**src/sps_regs.svh**
```systemverilog
// Purpose: Register map, field positions, reset values and clock ratios of the serial port
// Assumes: Register offsets are word indices; the byte address is four times the index
// Notes:   Definitions only
`ifndef SPS_REGS_SVH
`define SPS_REGS_SVH

// ----------------------------------------------------------------------
// Register indices
// ----------------------------------------------------------------------
`define SPS_IDX_BUF   8'h13
`define SPS_IDX_CTRL  8'h14
`define SPS_IDX_STAT  8'h94
`define SPS_IDX_ISTS  8'h15
`define SPS_IDX_IMSK  8'h16

// ----------------------------------------------------------------------
// Fields and reset values
// ----------------------------------------------------------------------
`define SPS_CTRL_EN   5
`define SPS_CTRL_CKP  4
`define SPS_STAT_SMP  7
`define SPS_STAT_CKE  6
`define SPS_IRQ_DONE  0
`define SPS_IRQ_OVF   1
`define SPS_IRQ_COL   2
`define SPS_CTRL_RST  8'h00
`define SPS_STAT_RST  2'h0
`define SPS_IRQ_RST   3'h0

// ----------------------------------------------------------------------
// Serial clock period in pclk cycles per master rate, and half periods per word
// ----------------------------------------------------------------------
`define SPS_DIV_F4    8'h04
`define SPS_DIV_F16   8'h10
`define SPS_DIV_F64   8'h40
`define SPS_DIV_TMR   8'h80
`define SPS_BITS      5'h10

`endif

```
**src/sps_pkg.sv**
```systemverilog
// Purpose: Types shared by the serial port design
// Assumes: Nothing beyond SystemVerilog
// Notes:   Mode codes follow the low nibble of the control register
package sps_pkg;
    typedef enum logic [3:0] {
        SPS_M_F4    = 4'b0000,
        SPS_M_F16   = 4'b0001,
        SPS_M_F64   = 4'b0010,
        SPS_M_TMR   = 4'b0011,
        SPS_S_SSEN  = 4'b0100,
        SPS_S_SSDIS = 4'b0101
    } sps_mode_t;
    typedef enum logic {
        SPS_IDLE = 1'b0,
        SPS_XFER = 1'b1
    } sps_state_t;
endpackage : sps_pkg

```
**src/sps_spi.sv**
```systemverilog
// Purpose: Synchronous serial port in SPI mode with an APB register slave
// Assumes: Pins are sampled on pclk (40 MHz); link clock far slower than pclk
// Notes:   No wait states on any APB access
`include "sps_regs.svh"
`timescale 1ns/1ps
`default_nettype none

module sps_spi
    import sps_pkg::*;
(
    input  wire logic        pclk,
    input  wire logic        presetn,
    input  wire logic        psel,
    input  wire logic        penable,
    input  wire logic        pwrite,
    input  wire logic [11:0] paddr,
    input  wire logic [31:0] pwdata,
    input  wire logic [3:0]  pstrb,
    output logic      [31:0] prdata,
    output logic             pready,
    output logic             pslverr,
    input  wire logic        sdi_i,
    input  wire logic        sck_i,
    input  wire logic        ss_n_i,
    output logic             sck_o,
    output logic             sck_oe,
    output logic             sdo_o,
    output logic             sdo_oe,
    output logic             irq_o
);
    // ------------------------------------------------------------------
    // Pin synchronisers: ss_n, sck, sdi
    // ------------------------------------------------------------------
    logic [2:0] pin_in;
    logic [2:0] sy1_r;
    logic [2:0] sy2_r;
    logic [2:0] sy3_r;
    logic [2:0] filt_r;
    logic       sck_d_r;
    assign pin_in = {ss_n_i, sck_i, sdi_i};

    genvar gi;
    generate
        for (gi = 0; gi < 3; gi++) begin : g_sync
            always_ff @(posedge pclk or negedge presetn) begin
                if (!presetn) begin
                    sy1_r[gi]  <= (gi == 2);
                    sy2_r[gi]  <= (gi == 2);
                    sy3_r[gi]  <= (gi == 2);
                    filt_r[gi] <= (gi == 2);
                end else begin
                    sy1_r[gi] <= pin_in[gi];
                    sy2_r[gi] <= sy1_r[gi];
                    sy3_r[gi] <= sy2_r[gi];
                    // A change counts only once two stages agree
                    if (sy2_r[gi] == sy3_r[gi]) begin
                        filt_r[gi] <= sy3_r[gi];
                    end
                end
            end
        end
    endgenerate

    always_ff @(posedge pclk or negedge presetn) begin
        if (!presetn) begin
            sck_d_r <= 1'b0;
        end else begin
            sck_d_r <= filt_r[1];
        end
    end

    // ------------------------------------------------------------------
    // Registers and decode
    // ------------------------------------------------------------------
    logic [7:0] ctrl_r;
    logic [1:0] stat_r;
    logic [7:0] rxbuf_r;
    logic       bf_r;
    logic [2:0] ists_r;
    logic [2:0] imsk_r;
    logic [7:0] idx;
    logic       acc;
    logic       wr_buf;
    logic       rd_buf;
    logic       mapped;
    logic [7:0] rd_val;
    assign idx    = paddr[9:2];
    assign acc    = psel & penable & pready;
    assign wr_buf = acc & pwrite & pstrb[0] & (idx == `SPS_IDX_BUF);
    assign rd_buf = acc & ~pwrite & (idx == `SPS_IDX_BUF);
    assign mapped = (paddr[11:10] == 2'h0) && (paddr[1:0] == 2'h0) &&
                    (idx == `SPS_IDX_BUF || idx == `SPS_IDX_CTRL || idx == `SPS_IDX_STAT ||
                     idx == `SPS_IDX_ISTS || idx == `SPS_IDX_IMSK);

    logic       en;
    logic       clock_idle_polarity;
    logic       cke;
    logic       input_sample_phase;
    sps_mode_t  mode;
    logic       master;
    logic       ss_used;
    assign en      = ctrl_r[`SPS_CTRL_EN];
    assign clock_idle_polarity     = ctrl_r[`SPS_CTRL_CKP];
    assign mode    = sps_mode_t'(ctrl_r[3:0]);
    assign master  = (ctrl_r[3:2] == 2'h0);
    assign ss_used = (mode == SPS_S_SSEN);
    assign cke     = stat_r[0];
    assign input_sample_phase     = stat_r[1];

    // Two-wire flags have no source in this mode
    logic da_flag;
    logic stop_flag;
    logic start_flag;
    logic rw_flag;
    logic ua_flag;
    assign da_flag    = 1'b0;
    assign stop_flag  = 1'b0;
    assign start_flag = 1'b0;
    assign rw_flag    = 1'b0;
    assign ua_flag    = 1'b0;

    always_comb begin
        case (idx)
            `SPS_IDX_BUF:  rd_val = rxbuf_r;
            `SPS_IDX_CTRL: rd_val = {2'h0, ctrl_r[5:0]};
            `SPS_IDX_STAT: rd_val = {input_sample_phase, cke, da_flag, stop_flag, start_flag,
                                     rw_flag, ua_flag, bf_r};
            `SPS_IDX_ISTS: rd_val = {5'h00, ists_r};
            `SPS_IDX_IMSK: rd_val = {5'h00, imsk_r};
            default:       rd_val = 8'h00;
        endcase
    end

    // Data is captured in the setup cycle, so it is ready from a flip-flop
    assign pready = psel & penable;
    always_ff @(posedge pclk or negedge presetn) begin
        if (!presetn) begin
            prdata  <= 32'h0000_0000;
            pslverr <= 1'b0;
        end else if (psel & ~penable) begin
            prdata  <= (mapped && !pwrite) ? {24'h000000, rd_val} : 32'h0000_0000;
            pslverr <= ~mapped;
        end
    end

    always_ff @(posedge pclk or negedge presetn) begin
        if (!presetn) begin
            ctrl_r <= `SPS_CTRL_RST;
            stat_r <= `SPS_STAT_RST;
            imsk_r <= `SPS_IRQ_RST;
        end else if (acc & pwrite & pstrb[0] & mapped) begin
            if (idx == `SPS_IDX_CTRL) begin
                ctrl_r <= {2'h0, pwdata[5:0]};
            end
            if (idx == `SPS_IDX_STAT) begin
                stat_r <= pwdata[7:6];
            end
            if (idx == `SPS_IDX_IMSK) begin
                imsk_r <= pwdata[2:0];
            end
        end
    end

    // ------------------------------------------------------------------
    // Shift engine
    // ------------------------------------------------------------------
    sps_state_t state_r;
    logic [7:0] tsh_r;
    logic [7:0] rsh_r;
    logic [3:0] bcnt_r;
    logic [7:0] div_r;
    logic [4:0] hidx_r;
    logic       sck_out_r;
    logic       sdo_r;
    logic [7:0] half;

    always_comb begin
        case (mode)
            SPS_M_F4:  half = `SPS_DIV_F4 >> 1;
            SPS_M_F16: half = `SPS_DIV_F16 >> 1;
            SPS_M_F64: half = `SPS_DIV_F64 >> 1;
            default:   half = `SPS_DIV_TMR >> 1;
        endcase
    end

    logic tick;
    logic m_tog;
    logic m_tx;
    logic m_rx;
    logic m_end;
    logic sel;
    logic rise;
    logic fall;
    logic tx_rise;
    logic s_tx;
    logic s_rx;
    logic tx_ev;
    logic rx_ev;
    logic busy;
    logic load;
    logic done;
    logic ld_rx;
    logic [7:0] rx_word;

    assign tick  = master & (state_r == SPS_XFER) & (div_r == half - 8'h01);
    assign m_tog = tick & (hidx_r < `SPS_BITS);
    assign m_tx  = m_tog & (hidx_r[0] == ~cke);
    // Late sampling moves every capture one half period on
    assign m_rx  = tick & (hidx_r[0] == (cke ^ input_sample_phase)) &
                   ((cke & input_sample_phase) ? (hidx_r != 5'h00) : (hidx_r != `SPS_BITS));
    assign m_end = tick & (hidx_r == `SPS_BITS);

    assign sel     = ~ss_used | ~filt_r[2];
    assign rise    = filt_r[1] & ~sck_d_r;
    assign fall    = ~filt_r[1] & sck_d_r;
    assign tx_rise = cke ^ clock_idle_polarity;
    assign s_tx    = en & ~master & sel & ((rise & tx_rise) | (fall & ~tx_rise));
    assign s_rx    = en & ~master & sel & ((rise & ~tx_rise) | (fall & tx_rise));

    assign tx_ev   = master ? m_tx : s_tx;
    assign rx_ev   = master ? m_rx : s_rx;
    assign busy    = master ? (state_r == SPS_XFER) : (bcnt_r != 4'h0);
    assign load    = wr_buf & ~busy;
    assign done    = master ? m_end : (s_rx & (bcnt_r == 4'h7));
    assign rx_word = master ? rsh_r : {rsh_r[6:0], filt_r[0]};
    // A slave word that finds the buffer full, with no buffer read in the same cycle, is dropped as overflow
    assign ld_rx   = done & (master | ~bf_r | rd_buf);

    always_ff @(posedge pclk or negedge presetn) begin
        if (!presetn) begin
            state_r   <= SPS_IDLE;
            div_r     <= 8'h00;
            hidx_r    <= 5'h00;
            sck_out_r <= 1'b0;
        end else begin
            case (state_r)
                SPS_IDLE: begin
                    sck_out_r <= clock_idle_polarity;
                    div_r     <= 8'h00;
                    hidx_r    <= 5'h00;
                    if (load & en & master) begin
                        state_r <= SPS_XFER;
                    end
                end
                SPS_XFER: begin
                    if (!en || !master) begin
                        state_r <= SPS_IDLE;
                    end else if (tick) begin
                        div_r  <= 8'h00;
                        hidx_r <= hidx_r + 5'h01;
                        if (m_tog) begin
                            sck_out_r <= ~sck_out_r;
                        end
                        if (m_end) begin
                            state_r <= SPS_IDLE;
                        end
                    end else begin
                        div_r <= div_r + 8'h01;
                    end
                end
                default: state_r <= SPS_IDLE;
            endcase
        end
    end

    always_ff @(posedge pclk or negedge presetn) begin
        if (!presetn) begin
            tsh_r <= 8'h00;
            sdo_r <= 1'b0;
        end else if (load) begin
            // With late transmit the first bit must wait for the leading edge
            tsh_r <= cke ? pwdata[7:0] : {pwdata[6:0], 1'b0};
            if (!cke) begin
                sdo_r <= pwdata[7];
            end
        end else if (tx_ev) begin
            sdo_r <= tsh_r[7];
            tsh_r <= {tsh_r[6:0], 1'b0};
        end
    end

    always_ff @(posedge pclk or negedge presetn) begin
        if (!presetn) begin
            rsh_r  <= 8'h00;
            bcnt_r <= 4'h0;
        end else begin
            if (rx_ev) begin
                rsh_r <= {rsh_r[6:0], filt_r[0]};
            end
            if (!en || master || !sel) begin
                bcnt_r <= 4'h0;
            end else if (s_rx) begin
                bcnt_r <= (bcnt_r == 4'h7) ? 4'h0 : bcnt_r + 4'h1;
            end
        end
    end

    always_ff @(posedge pclk or negedge presetn) begin
        if (!presetn) begin
            rxbuf_r <= 8'h00;
            bf_r    <= 1'b0;
        end else if (ld_rx) begin
            rxbuf_r <= rx_word;
            bf_r    <= 1'b1;
        end else if (rd_buf) begin
            bf_r    <= 1'b0;
        end
    end

    // ------------------------------------------------------------------
    // Interrupt status, write one to clear; a new event beats the clear
    // ------------------------------------------------------------------
    logic [2:0] ev;
    logic [2:0] clr;
    assign ev  = {wr_buf & busy, done & ~ld_rx, done};
    assign clr = (acc & pwrite & pstrb[0] & (idx == `SPS_IDX_ISTS)) ? pwdata[2:0] : 3'h0;
    always_ff @(posedge pclk or negedge presetn) begin
        if (!presetn) begin
            ists_r <= `SPS_IRQ_RST;
        end else begin
            ists_r <= (ists_r & ~clr) | ev;
        end
    end
    assign irq_o = |(ists_r & imsk_r);

    // ------------------------------------------------------------------
    // Pins
    // ------------------------------------------------------------------
    assign sck_o  = sck_out_r;
    assign sck_oe = en & master;
    assign sdo_o  = sdo_r;
    assign sdo_oe = en & (master | sel);

    // ------------------------------------------------------------------
    // Checks
    // ------------------------------------------------------------------
    logic [3:0] rxcnt_r;
    always_ff @(posedge pclk or negedge presetn) begin
        if (!presetn) begin
            rxcnt_r <= 4'h0;
        end else if (load) begin
            rxcnt_r <= 4'h0;
        end else if (m_rx) begin
            rxcnt_r <= rxcnt_r + 4'h1;
        end
    end
endmodule : sps_spi

`default_nettype wire

```
**config.mk**
```make
export PLATFORM = sky130hd
export DESIGN_NAME = sps_spi
export DESIGN_NICKNAME = d
export VERILOG_FILES = /design/src/sps_pkg.sv /design/src/sps_spi.sv
export VERILOG_INCLUDE_DIRS = /design/src
export SDC_FILE = /design/constraint.sdc
export NUM_CORES = 1
export LEC_CHECK = 0
export ABC_AREA = 1
export BUFFER_PORTS_ARGS = -buffer_cell sky130_fd_sc_hd__clkbuf_2
export CORE_MARGIN = 5
export CORE_UTILIZATION = 45
export CTS_BUF_LIST = sky130_fd_sc_hd__clkbuf_16
export DETAILED_ROUTE_END_ITERATION = 12
export PLACE_DENSITY_LB_ADDON = 0.05
export SKIP_CTS_REPAIR_TIMING = 1
export SLEW_MARGIN = 0
export SYNTH_ARGS = -nofsm -noshare
export SYNTH_HDL_FRONTEND = slang
export SYNTH_SLANG_ARGS = --single-unit
```
**constraint.sdc**
```tcl
create_clock -name pclk -period 4.39 [get_ports pclk]
set_input_delay 0.878 -clock pclk [delete_from_list [all_inputs] [get_ports pclk]]
set_output_delay 0.878 -clock pclk [all_outputs]
set_load 0.02 [all_outputs]
```
# Yosys cells after proc, flatten, opt, wreduce, memory -nomap -nowiden
# Index checks and enable logic that the tools add are counted.
# totals
reg_bits	105
in_bits	56
elab_cells	184
# op_classes
n_addsub	4
magnitude_cmp	1
n_eq_ne	21
muxes	36
bitwise	63
reduce_logical	30
# op_table
op	count
$mux W8	7
$pmux W8 S5	1
$and A1 B1 Y1	36
$eq A8 B5 Y1 const B	4
$pmux W7 S3	1
$mux W1	17
$pmux W8 S2	1
$not A1 Y1	15
$mux W4	3
$mux W5	2
$pmux W5 S2	1
$reduce_and A2 Y1	5
$add A8 B1 Y8 const B	1
$eq A4 B3 Y1 const B	2
$eq A8 B8 Y1	1
$eq A8 B8 Y1 const B	1
$sub A8 B1 Y8 const B	1
$logic_or A1 B1 Y1	7
$and A3 B3 Y3	2
$logic_not A2 Y1	3
$or A1 B1 Y1	6
$reduce_bool A2 Y1	3
$add A5 B1 Y5 const B	1
$eq A1 B1 Y1	5
20 further kinds	29

# Longest topological paths before layout
# Gate-level depths: netlist of the first run.
# depth
depth_word	11
ltp_mapped	16
mapped_depth_nobuf	15

# Least setup slack after synthesis of the first run
# OpenSTA, ideal clock, no wires.
# synth_timing
path_type	register to register
from	register ctrl_r[3]
to	register rxbuf_r[1]
setup_time_ns	0.117
arrival_ns	2.064
t_required_ns	4.273
setup_slack_ns	2.209
stages_incl_launch_ff	16
synth_period_minus_slack_ns	2.181
cell_sequence	dfrtp_1 > nor2_4 > buf_6 > nand3_1 > ha_1 > inv_1 > nand2_1 > nand2_1 > nor2_1 > nand3_2 > nor2_4 > nand2_2 > o21ai_4 > nand2_4 > nand2_1 > o21ai_2
# synth_between
elab_chain_cells	8
word_cells_on_any_way	23
cone_classes	add/sub (1); eq/ne (4); mux (3); bitwise (13); reduce/logical (2)
# synth_lines
item	line_no	source
start: declaration	sps_spi.sv:75	logic [7:0] ctrl_r;
start signal: assignment	sps_spi.sv:148	ctrl_r <= `SPS_CTRL_RST;
start signal: assignment	sps_spi.sv:153	ctrl_r <= {2'h0, pwdata[5:0]};
$eq A4 B2 Y1 (tied with other cells)	sps_spi.sv:178	case (mode)
$pmux W7 S3 (tied with other cells)	sps_spi.sv:178	
$sub A8 B1 Y8 (tied with other cells)	sps_spi.sv:205	assign tick = master & (state_r == SPS_XFER) & (div_r == half - 8'h01);
$eq A8 B8 Y1 / $and A1 B1 Y1 (equally long branches)	sps_spi.sv:205, sps_spi.sv:218	
$and A1 B1 Y1, on equally long branches	sps_spi.sv:205, sps_spi.sv:218	
$and A1 B1 Y1, on equally long branches	sps_spi.sv:211, sps_spi.sv:224	
$mux W1	sps_spi.sv:224	assign done = master ? m_end : (s_rx & (bcnt_r == 4'h7));
$and A1 B1 Y1	sps_spi.sv:227	assign ld_rx = done & (master | ~bf_r | rd_buf);
end signal: assignment	sps_spi.sv:303	rxbuf_r <= rx_word;
end: declaration	sps_spi.sv:77	logic [7:0] rxbuf_r;
# Several ways; a longest one is shown, not always the timed one.
# A chain may end at the register's enable or synchronous reset.

# Worst setup path after layout of the first run
# layout_timing
from	register ctrl_r[3]
to	output port sck_oe
# layout_between
elab_chain_cells	2
# layout_lines
item	line_no	source
$logic_not A2 Y1	sps_spi.sv:105	assign master = (ctrl_r[3:2] == 2'h0);
$and A1 B1 Y1	sps_spi.sv:330	assign sck_oe = en & master;
end: declaration	sps_spi.sv:26	output logic sck_oe,
# No other way between the ends.

==> results of run 1 <==
cells by family after synthesis:
kind of cell	Yosys count	synth area share, %
and+or+nand+nor	281	28.97
buffers and inverters	87	10.22
DFF	81	46.25
AOI/OAI and AO/OA	66	9.200
xor gates and xnor gates	11	2.364
adders and majority gates	10	2.677
other	1	0.08536
muxes	1	0.2279
per-stage QoR:
stage                     setup WS [ns]  hold slack [ns]
after floorplan                   2.209           0.3312
after global placement            1.767           0.3379
after detailed placement          1.748           0.3379
after CTS                         1.683           0.3554
after global routing              1.547           0.3642
final                             1.685           0.3533
metal layers:
layer / track usage [%] / vias up / wire length, um
met2: 25.82 / 57 / 4236
met3: 3.848 / 7 / 374
met1: 23.80 / 1598 / 4764
li1: - / 1777 / -
met4: 5.230 / 0 / 105
met5: 0 / - / 0
worst reg2reg max path, delay by kind of cell (launching register included):
kind                       cells  cell delay (ns)
DFF                            1             0.47
adders and majority gates      1             0.33
and+or+nand+nor               10             1.48
AOI/OAI and AO/OA              2             0.18
buffers and inverters          1             0.04
layout make-up:
class	instances	share of cell area [%]
clock inverter	5	1.022
tap	133	3.397
timing repair buffer	43	4.444
sequential	81	41.48
multi-input combinational	393	40.79
inverter	55	4.266
clock buffer	9	4.598
cell usage after synthesis, drive strengths merged (2+ instances only):
cell type / count / area [um^2]
xor2: 9 / 78.83
dfstp: 4 / 105.1
o22ai: 2 / 12.51
a32o: 2 / 20.02
a21oi: 5 / 25.02
xnor2: 2 / 25.03
clkinv: 2 / 7.510
nand4: 2 / 12.51
nor4: 2 / 12.51
nand2: 166 / 653.1
nand3b: 2 / 27.53
nand3: 66 / 345.3
o211ai: 3 / 22.52
buf: 31 / 236.5
nor2: 40 / 205.2
ha: 7 / 87.58
inv: 53 / 201.5
nor3: 2 / 10.01
a211oi: 2 / 20.02
maj3: 3 / 30.03
dfrtp: 77 / 1927
o21ai: 47 / 265.3
o21a: 2 / 15.01
worst max path at each step:
| stage | end | slack [ns] | depth (start not counted) |
|---|---|---|---|
| after floorplan | rxbuf_r[1]$_DFFE_PN0P_ | 2.21 | 15 |
| after global placement | sdo_o$_DFFE_PN0P_ | 1.77 | 11 |
| after detailed placement | tsh_r[7]$_DFFE_PN0P_ | 1.75 | 11 |
| after CTS | sck_oe | 1.68 | 4 |
| after global routing | rxbuf_r[2]$_DFFE_PN0P_ | 1.55 | 14 |
| final | sck_oe | 1.69 | 4 |
state kept, by name, indices dropped and copies added (netlist names), 2 cells and up:
signal	cells
ctrl_r	6
sy1_r	3
filt_r	3
prdata	8
rsh_r	8
div_r	8
rxbuf_r	8
bcnt_r	4
ists_r	3
tsh_r	8
stat_r	2
hidx_r	5
sy3_r	3
imsk_r	3
sy2_r	3
power groups by stage:
stage          combinational (mW)  sequential, mW  clock [mW]
2_1_floorplan              0.0530           0.774           0
3_3_place_gp               0.0705           0.775           0
3_5_place_dp               0.0715           0.776           0
4_1_cts                    0.0718           0.762       0.735
5_1_grt                    0.0794           0.762       0.768
6_report                   0.0702           0.762       0.714
==> results.ini, run 1 <==
[power_and_ir_drop]
vdd_ir_drop_max_mv=0.1509
switching_share_pct=22.17
cell_internal_pwr_mw=1.203
seqPwrFrac_pct=49.3
power_share_of_the_clock_group_pct=46.2
combPwrFrac_pct=4.5
power_density_mw_per_mm2=315.6
static-leakage-power_nw=2.431
post-layout-total-power_mw=1.546
switchingPower_mw=0.3428

[timing]
clock.fmax_mhz=369.7
final_max_slew_viols=0
setup_violations=0
totalNegativeSetupSlack_ns=0
finClkSkew_ns=0.009555
grt_setup_unrepaired=false
least_margin_pin_slew_ns=1.007
hold_viol=0
worst_slew_margin_rel_pct=32.88
final_period_minus_worst_setup_slack_ns=2.705
final_min_period_over_clock_period_pct=61.61

[worst_setup_path]
path_cells=nor2_4 > inv_2 > nor2_4 > clkbuf_2
crit-reg2reg-launch=ctrl_r[3]$_DFFE_PN0P_
worst-path-max-fanout=18
timing.critical_path.slowest_cell_delay_ns=0.47
critical-path-top-delay-family=simple AND/OR/NAND/NOR gates
wp_buf_inv=2
critPathArrivalTime_ns=1.83
timing.setup.critical_path_class=reg2out
reg2reg_setup_slack_ns=1.80
r2r_cells=14
cp_common_cell=sky130_fd_sc_hd__nor2_4
worstPathRequired_ns=3.51
cpMaxStageDelayCell=sky130_fd_sc_hd__dfrtp_1
crit_path_start_kind=flip-flop
critical_path.startpoint=ctrl_r[3]$_DFFE_PN0P_
critical_path.endpoint_type=output pin
timing.rr.end=rxbuf_r[1]$_DFFE_PN0P_

[cells_and_area]
filler_cell_count=963
areaGrowthSynthToFinish_pct=11.51
most_common_cell_after_layout_fill_and_taps_aside=sky130_fd_sc_hd__nand2_1
final_design_area_no_fill_mm2=0.004898
area.sequential_mm2=0.002032
final_core_util_pct=50.82
multi_input_comb_area_mm2=0.001998
layout-drive-gt1-share_pct=15.70
most-common-layout-cells=sky130_fd_sc_hd__nand2_1, sky130_fd_sc_hd__dfrtp_1, sky130_fd_sc_hd__nand3_1
nNetsFinal=646
layout.cells.non_filler=719
antenna_cells=0

[floorplanning]
die_height_um=108.8
core_region_area_mm2=0.009639
dieArea_mm2=0.01184
die-width_um=108.8
initial_utilization_pct=45.57
top_level_ports=95
fp-row-count=36

[placed_design]
place.gp.congestion=0.7858
placed_cells_incl_taps=705
dpl-instance-area_mm2=0.004623
port-buffer-count=43
dp_hpwl_mm=7.008

[min_path]
worst_hold_path_cell_count=0
worst_hold_path.endpoint=sy2_r[0]$_DFF_PN0_
hp-class=reg2reg
worst_hold_startpoint=sy1_r[0]$_DFF_PN0_

[clock_tree]
clk_transition_reported_paths_ns=0.06
cts.path.max_buffers=2
cts_tree=built
cts.sink_count=81
cts_htree_levels=3
tritoncts.num_buffers=9
cts_root_buf=sky130_fd_sc_hd__clkbuf_16
worst_skew_pair.late_latency_ns=0.33

[drt]
routed-via-count=3439
drt-vias-per-instance=4.783
first_pass_iters=4
postRouteWirelength_mm=9.480
wl_per_cell_um=13.18
drtIter0Drc=137
remaining_drc_errors=0
route.antenna.remaining_nets=0

[synth]
dominantRegCellSynth=sky130_fd_sc_hd__dfrtp_1
synth_async_sr_flop_share_pct=100.0
synth.yosys.seq_area_share_pct=46.25
synthesis.area_per_instance_um2=8.165
synth_edf_count=0
synth_instances=538
ys_ff_latch=81
ys.warnings.count=0
post_synthesis_instance_area_mm2=0.004393
ys_types=45

[global_routing]
first_global_vias=3298
grt_use_total_pct=16.85
maximum_number_of_pins_on_one_net_before_global_route_repair=82
grt_antenna_before_repair=0
grt_overflow=0
grt_pass1_wl_mm=15.60

[status]
status=finished clean

[run]
timing.max_cap.violations=0

No activity file was read; power rests on OpenSTA's default activity.
==> inputs of run 2 (changes only) <==
clock period = 2.2 ns   (was 4.39 ns; I/O delays follow)
==> run 2 against run 1 <==
  * Sequential power up 99%
  * Largest power group is now clock
  * Clock power up 150%
  * Sequential share of layout area down 2.8 points
  * Combinational power up 110%
  * Register-to-register slack worse by 1.8 ns
  * Global-route usage up 0.57 points
  * Flip-flop and latch count unchanged
  * Highest routed layer unchanged
  * Worst hold slack worse by 0.30 ns
  * Non-clock buffer count up 18
  * Total power up 120%
  * Core utilization up 3.7 points
==> results.ini, run 2 (synthesis results as in run 1) <==
[status]
status=finished clean

[power_and_ir_drop]
static-leakage-power_nw=2.578
vdd_ir_drop_max_mv=0.4487
power_density_mw_per_mm2=650.5

[worst_setup_path]
path_depth=14
timing.setup.critical_path_class=reg2reg
crit-reg2reg-launch=ctrl_r[2]$_DFFE_PN0P_
worstPathRequired_ns=2.42
timing.critical_path.slowest_cell_delay_ns=0.41
r2r_cells=14
path_cells=nor2_4 > nand3_2 > ha_4 > inv_2 > nand2_1 > nand2_1 > nor2_1 > nand3_2 > nor2_4 > nand2_2 > o21ai_4 > nand2_4 > nand2_1 > o21ai_2
wp_buf_inv=1
cpMaxStageDelayCell=sky130_fd_sc_hd__dfrtp_1
critPathArrivalTime_ns=2.40
worst-path-max-fanout=5
crit_path_start_kind=flip-flop
critical-path-top-delay-family=simple AND/OR/NAND/NOR gates
critical_path.endpoint_type=flip-flop
cp_common_cell=sky130_fd_sc_hd__nand2_1
critical_path.startpoint=ctrl_r[2]$_DFFE_PN0P_

[global_routing]
first_global_vias=3418
grt_util_met3_pct=3.020
maximum_number_of_pins_on_one_net_before_global_route_repair=36
met1_usage_pct=24.17
grt_antenna_before_repair=0
busiest_layer=met2
grt.met2_usage_pct=27.10
grt_overflow=0
grt_use_total_pct=17.43
grt_pass1_wl_mm=16.09

[clock_tree]
cts_root_buf=sky130_fd_sc_hd__clkbuf_16
worst_skew_pair.late_latency_ns=0.34
cts_tree=built
cts.path.max_buffers=2
cts_htree_levels=3
cts.sink_count=81
tritoncts.num_buffers=9
clk_transition_reported_paths_ns=0.07

[cells_and_area]
most_common_cell_after_layout_fill_and_taps_aside=sky130_fd_sc_hd__nand2_1
layout-drive-gt1-share_pct=22.46
nNetsFinal=668
filler_cell_count=945
areaGrowthSynthToFinish_pct=19.71
antenna_cells=0
layout.cells.non_filler=743
most-common-layout-cells=sky130_fd_sc_hd__nand2_1, sky130_fd_sc_hd__dfrtp_1, sky130_fd_sc_hd__nand3_1

[drt]
route.antenna.remaining_nets=0
first_pass_iters=4
wl_per_cell_um=13.43
drtIter0Drc=180
routed-via-count=3635
drt-vias-per-instance=4.892
postRouteWirelength_mm=9.982
remaining_drc_errors=0

[run]
timing.max_cap.violations=0

[min_path]
hp-class=in2async

[placed_design]
placed_cells_incl_taps=722
dp_hpwl_mm=7.421
place.gp.congestion=0.7911
port-buffer-count=43

[floorplanning]
die_height_um=108.8
fp-row-count=36
dieArea_mm2=0.01184
top_level_ports=95
die-width_um=108.8
core_region_area_mm2=0.009639
initial_utilization_pct=45.57

[timing]
clock.fmax_mhz=459.2
final_min_period_over_clock_period_pct=98.99
holdWs_ns=0.05012
finClkSkew_ns=0.01166
grt_setup_unrepaired=true
final_period_minus_worst_setup_slack_ns=2.178
setup_violations=0
final_max_slew_viols=0
hold_viol=0

-- run 2: changes by cell type in the layout (fill, tap and decap cells not counted), moves of 4 or more --
cell                      delta
sky130_fd_sc_hd__nor2_2      +4
sky130_fd_sc_hd__buf_4      +17
sky130_fd_sc_hd__nand2_1     -8
sky130_fd_sc_hd__nor2_1      -4
sky130_fd_sc_hd__nand2_2     +8
-- run 2: layout make-up --
class                           count  area, um^2  share of cell area (%)
Inverter                           55       211.5                   4.021
Clock inverter                      7       126.4                   2.403
Sequential cell                    81        2032                   38.64
Tap cell                          133       166.4                   3.164
Clock buffer                        9       225.2                   4.283
Timing Repair Buffer               61       365.4                   6.947
Timing Repair inverter              1       7.507                  0.1428
Multi-Input combinational cell    396        2125                   40.40
-- run 2: power breakdown --
group	leakage (nW)	switching, mW	internal [mW]
sequential	1.08	0.00963	1.51
clock	0.168	0.631	1.12
combinational	1.33	0.108	0.0389
-- run 2: routing by layer --
| layer | up-vias | part of all wire [%] |
|---|---|---|
| met3 | 14 | 4.0 |
| met5 | - | 0 |
| met1 | 1708 | 48 |
| met4 | 0 | 2.2 |
| met2 | 81 | 46 |
| li1 | 1832 | - |
-- run 2: through the flow --
stage | setup TNS, ns | total power [mW] | instance area (um^2) | setup slack (ns) | utilization, %
after floorplan | 0 | 1.651 | 4479 | 0.01865 | -
after global placement | 0 | 1.694 | 4763 | 0.02011 | 49.42
after detailed placement | -0.03364 | 1.696 | 4763 | -0.01600 | 49.42
after CTS | -0.1130 | 3.452 | 5115 | -0.03288 | 53.06
after global routing | -2.465 | 3.544 | 5259 | -0.1196 | 54.56
final | 0 | 3.421 | 5259 | 0.02221 | 54.56
-- run 2: worst register-to-register path, delay by kind of cell, from the launching register on --
kind | cells | cell delay [ns]
buffers and inverters | 1 | 0.03
adder cells (fa/ha/maj) | 1 | 0.30
flip-flops | 1 | 0.41
AO/OA/AOI/OAI | 2 | 0.19
AND/OR/NAND/NOR | 10 | 1.15
-- run 2: worst paths after layout --
| kind | endpoint | slack, ns |
|---|---|---|
| max in group asynchronous | sy2_r[2]$_DFF_PN1_ | 1.49 |
| min in group pclk | sy1_r[2]$_DFF_PN1_ | 0.19 |
| worst min-delay path | hidx_r[3]$_DFFE_PN0P_ | 0.05 |
| worst min register to register | sy2_r[1]$_DFF_PN0_ | 0.35 |
| worst max register to register | rxbuf_r[1]$_DFFE_PN0P_ | 0.02 |
| worst max-delay path | rxbuf_r[1]$_DFFE_PN0P_ | 0.02 |
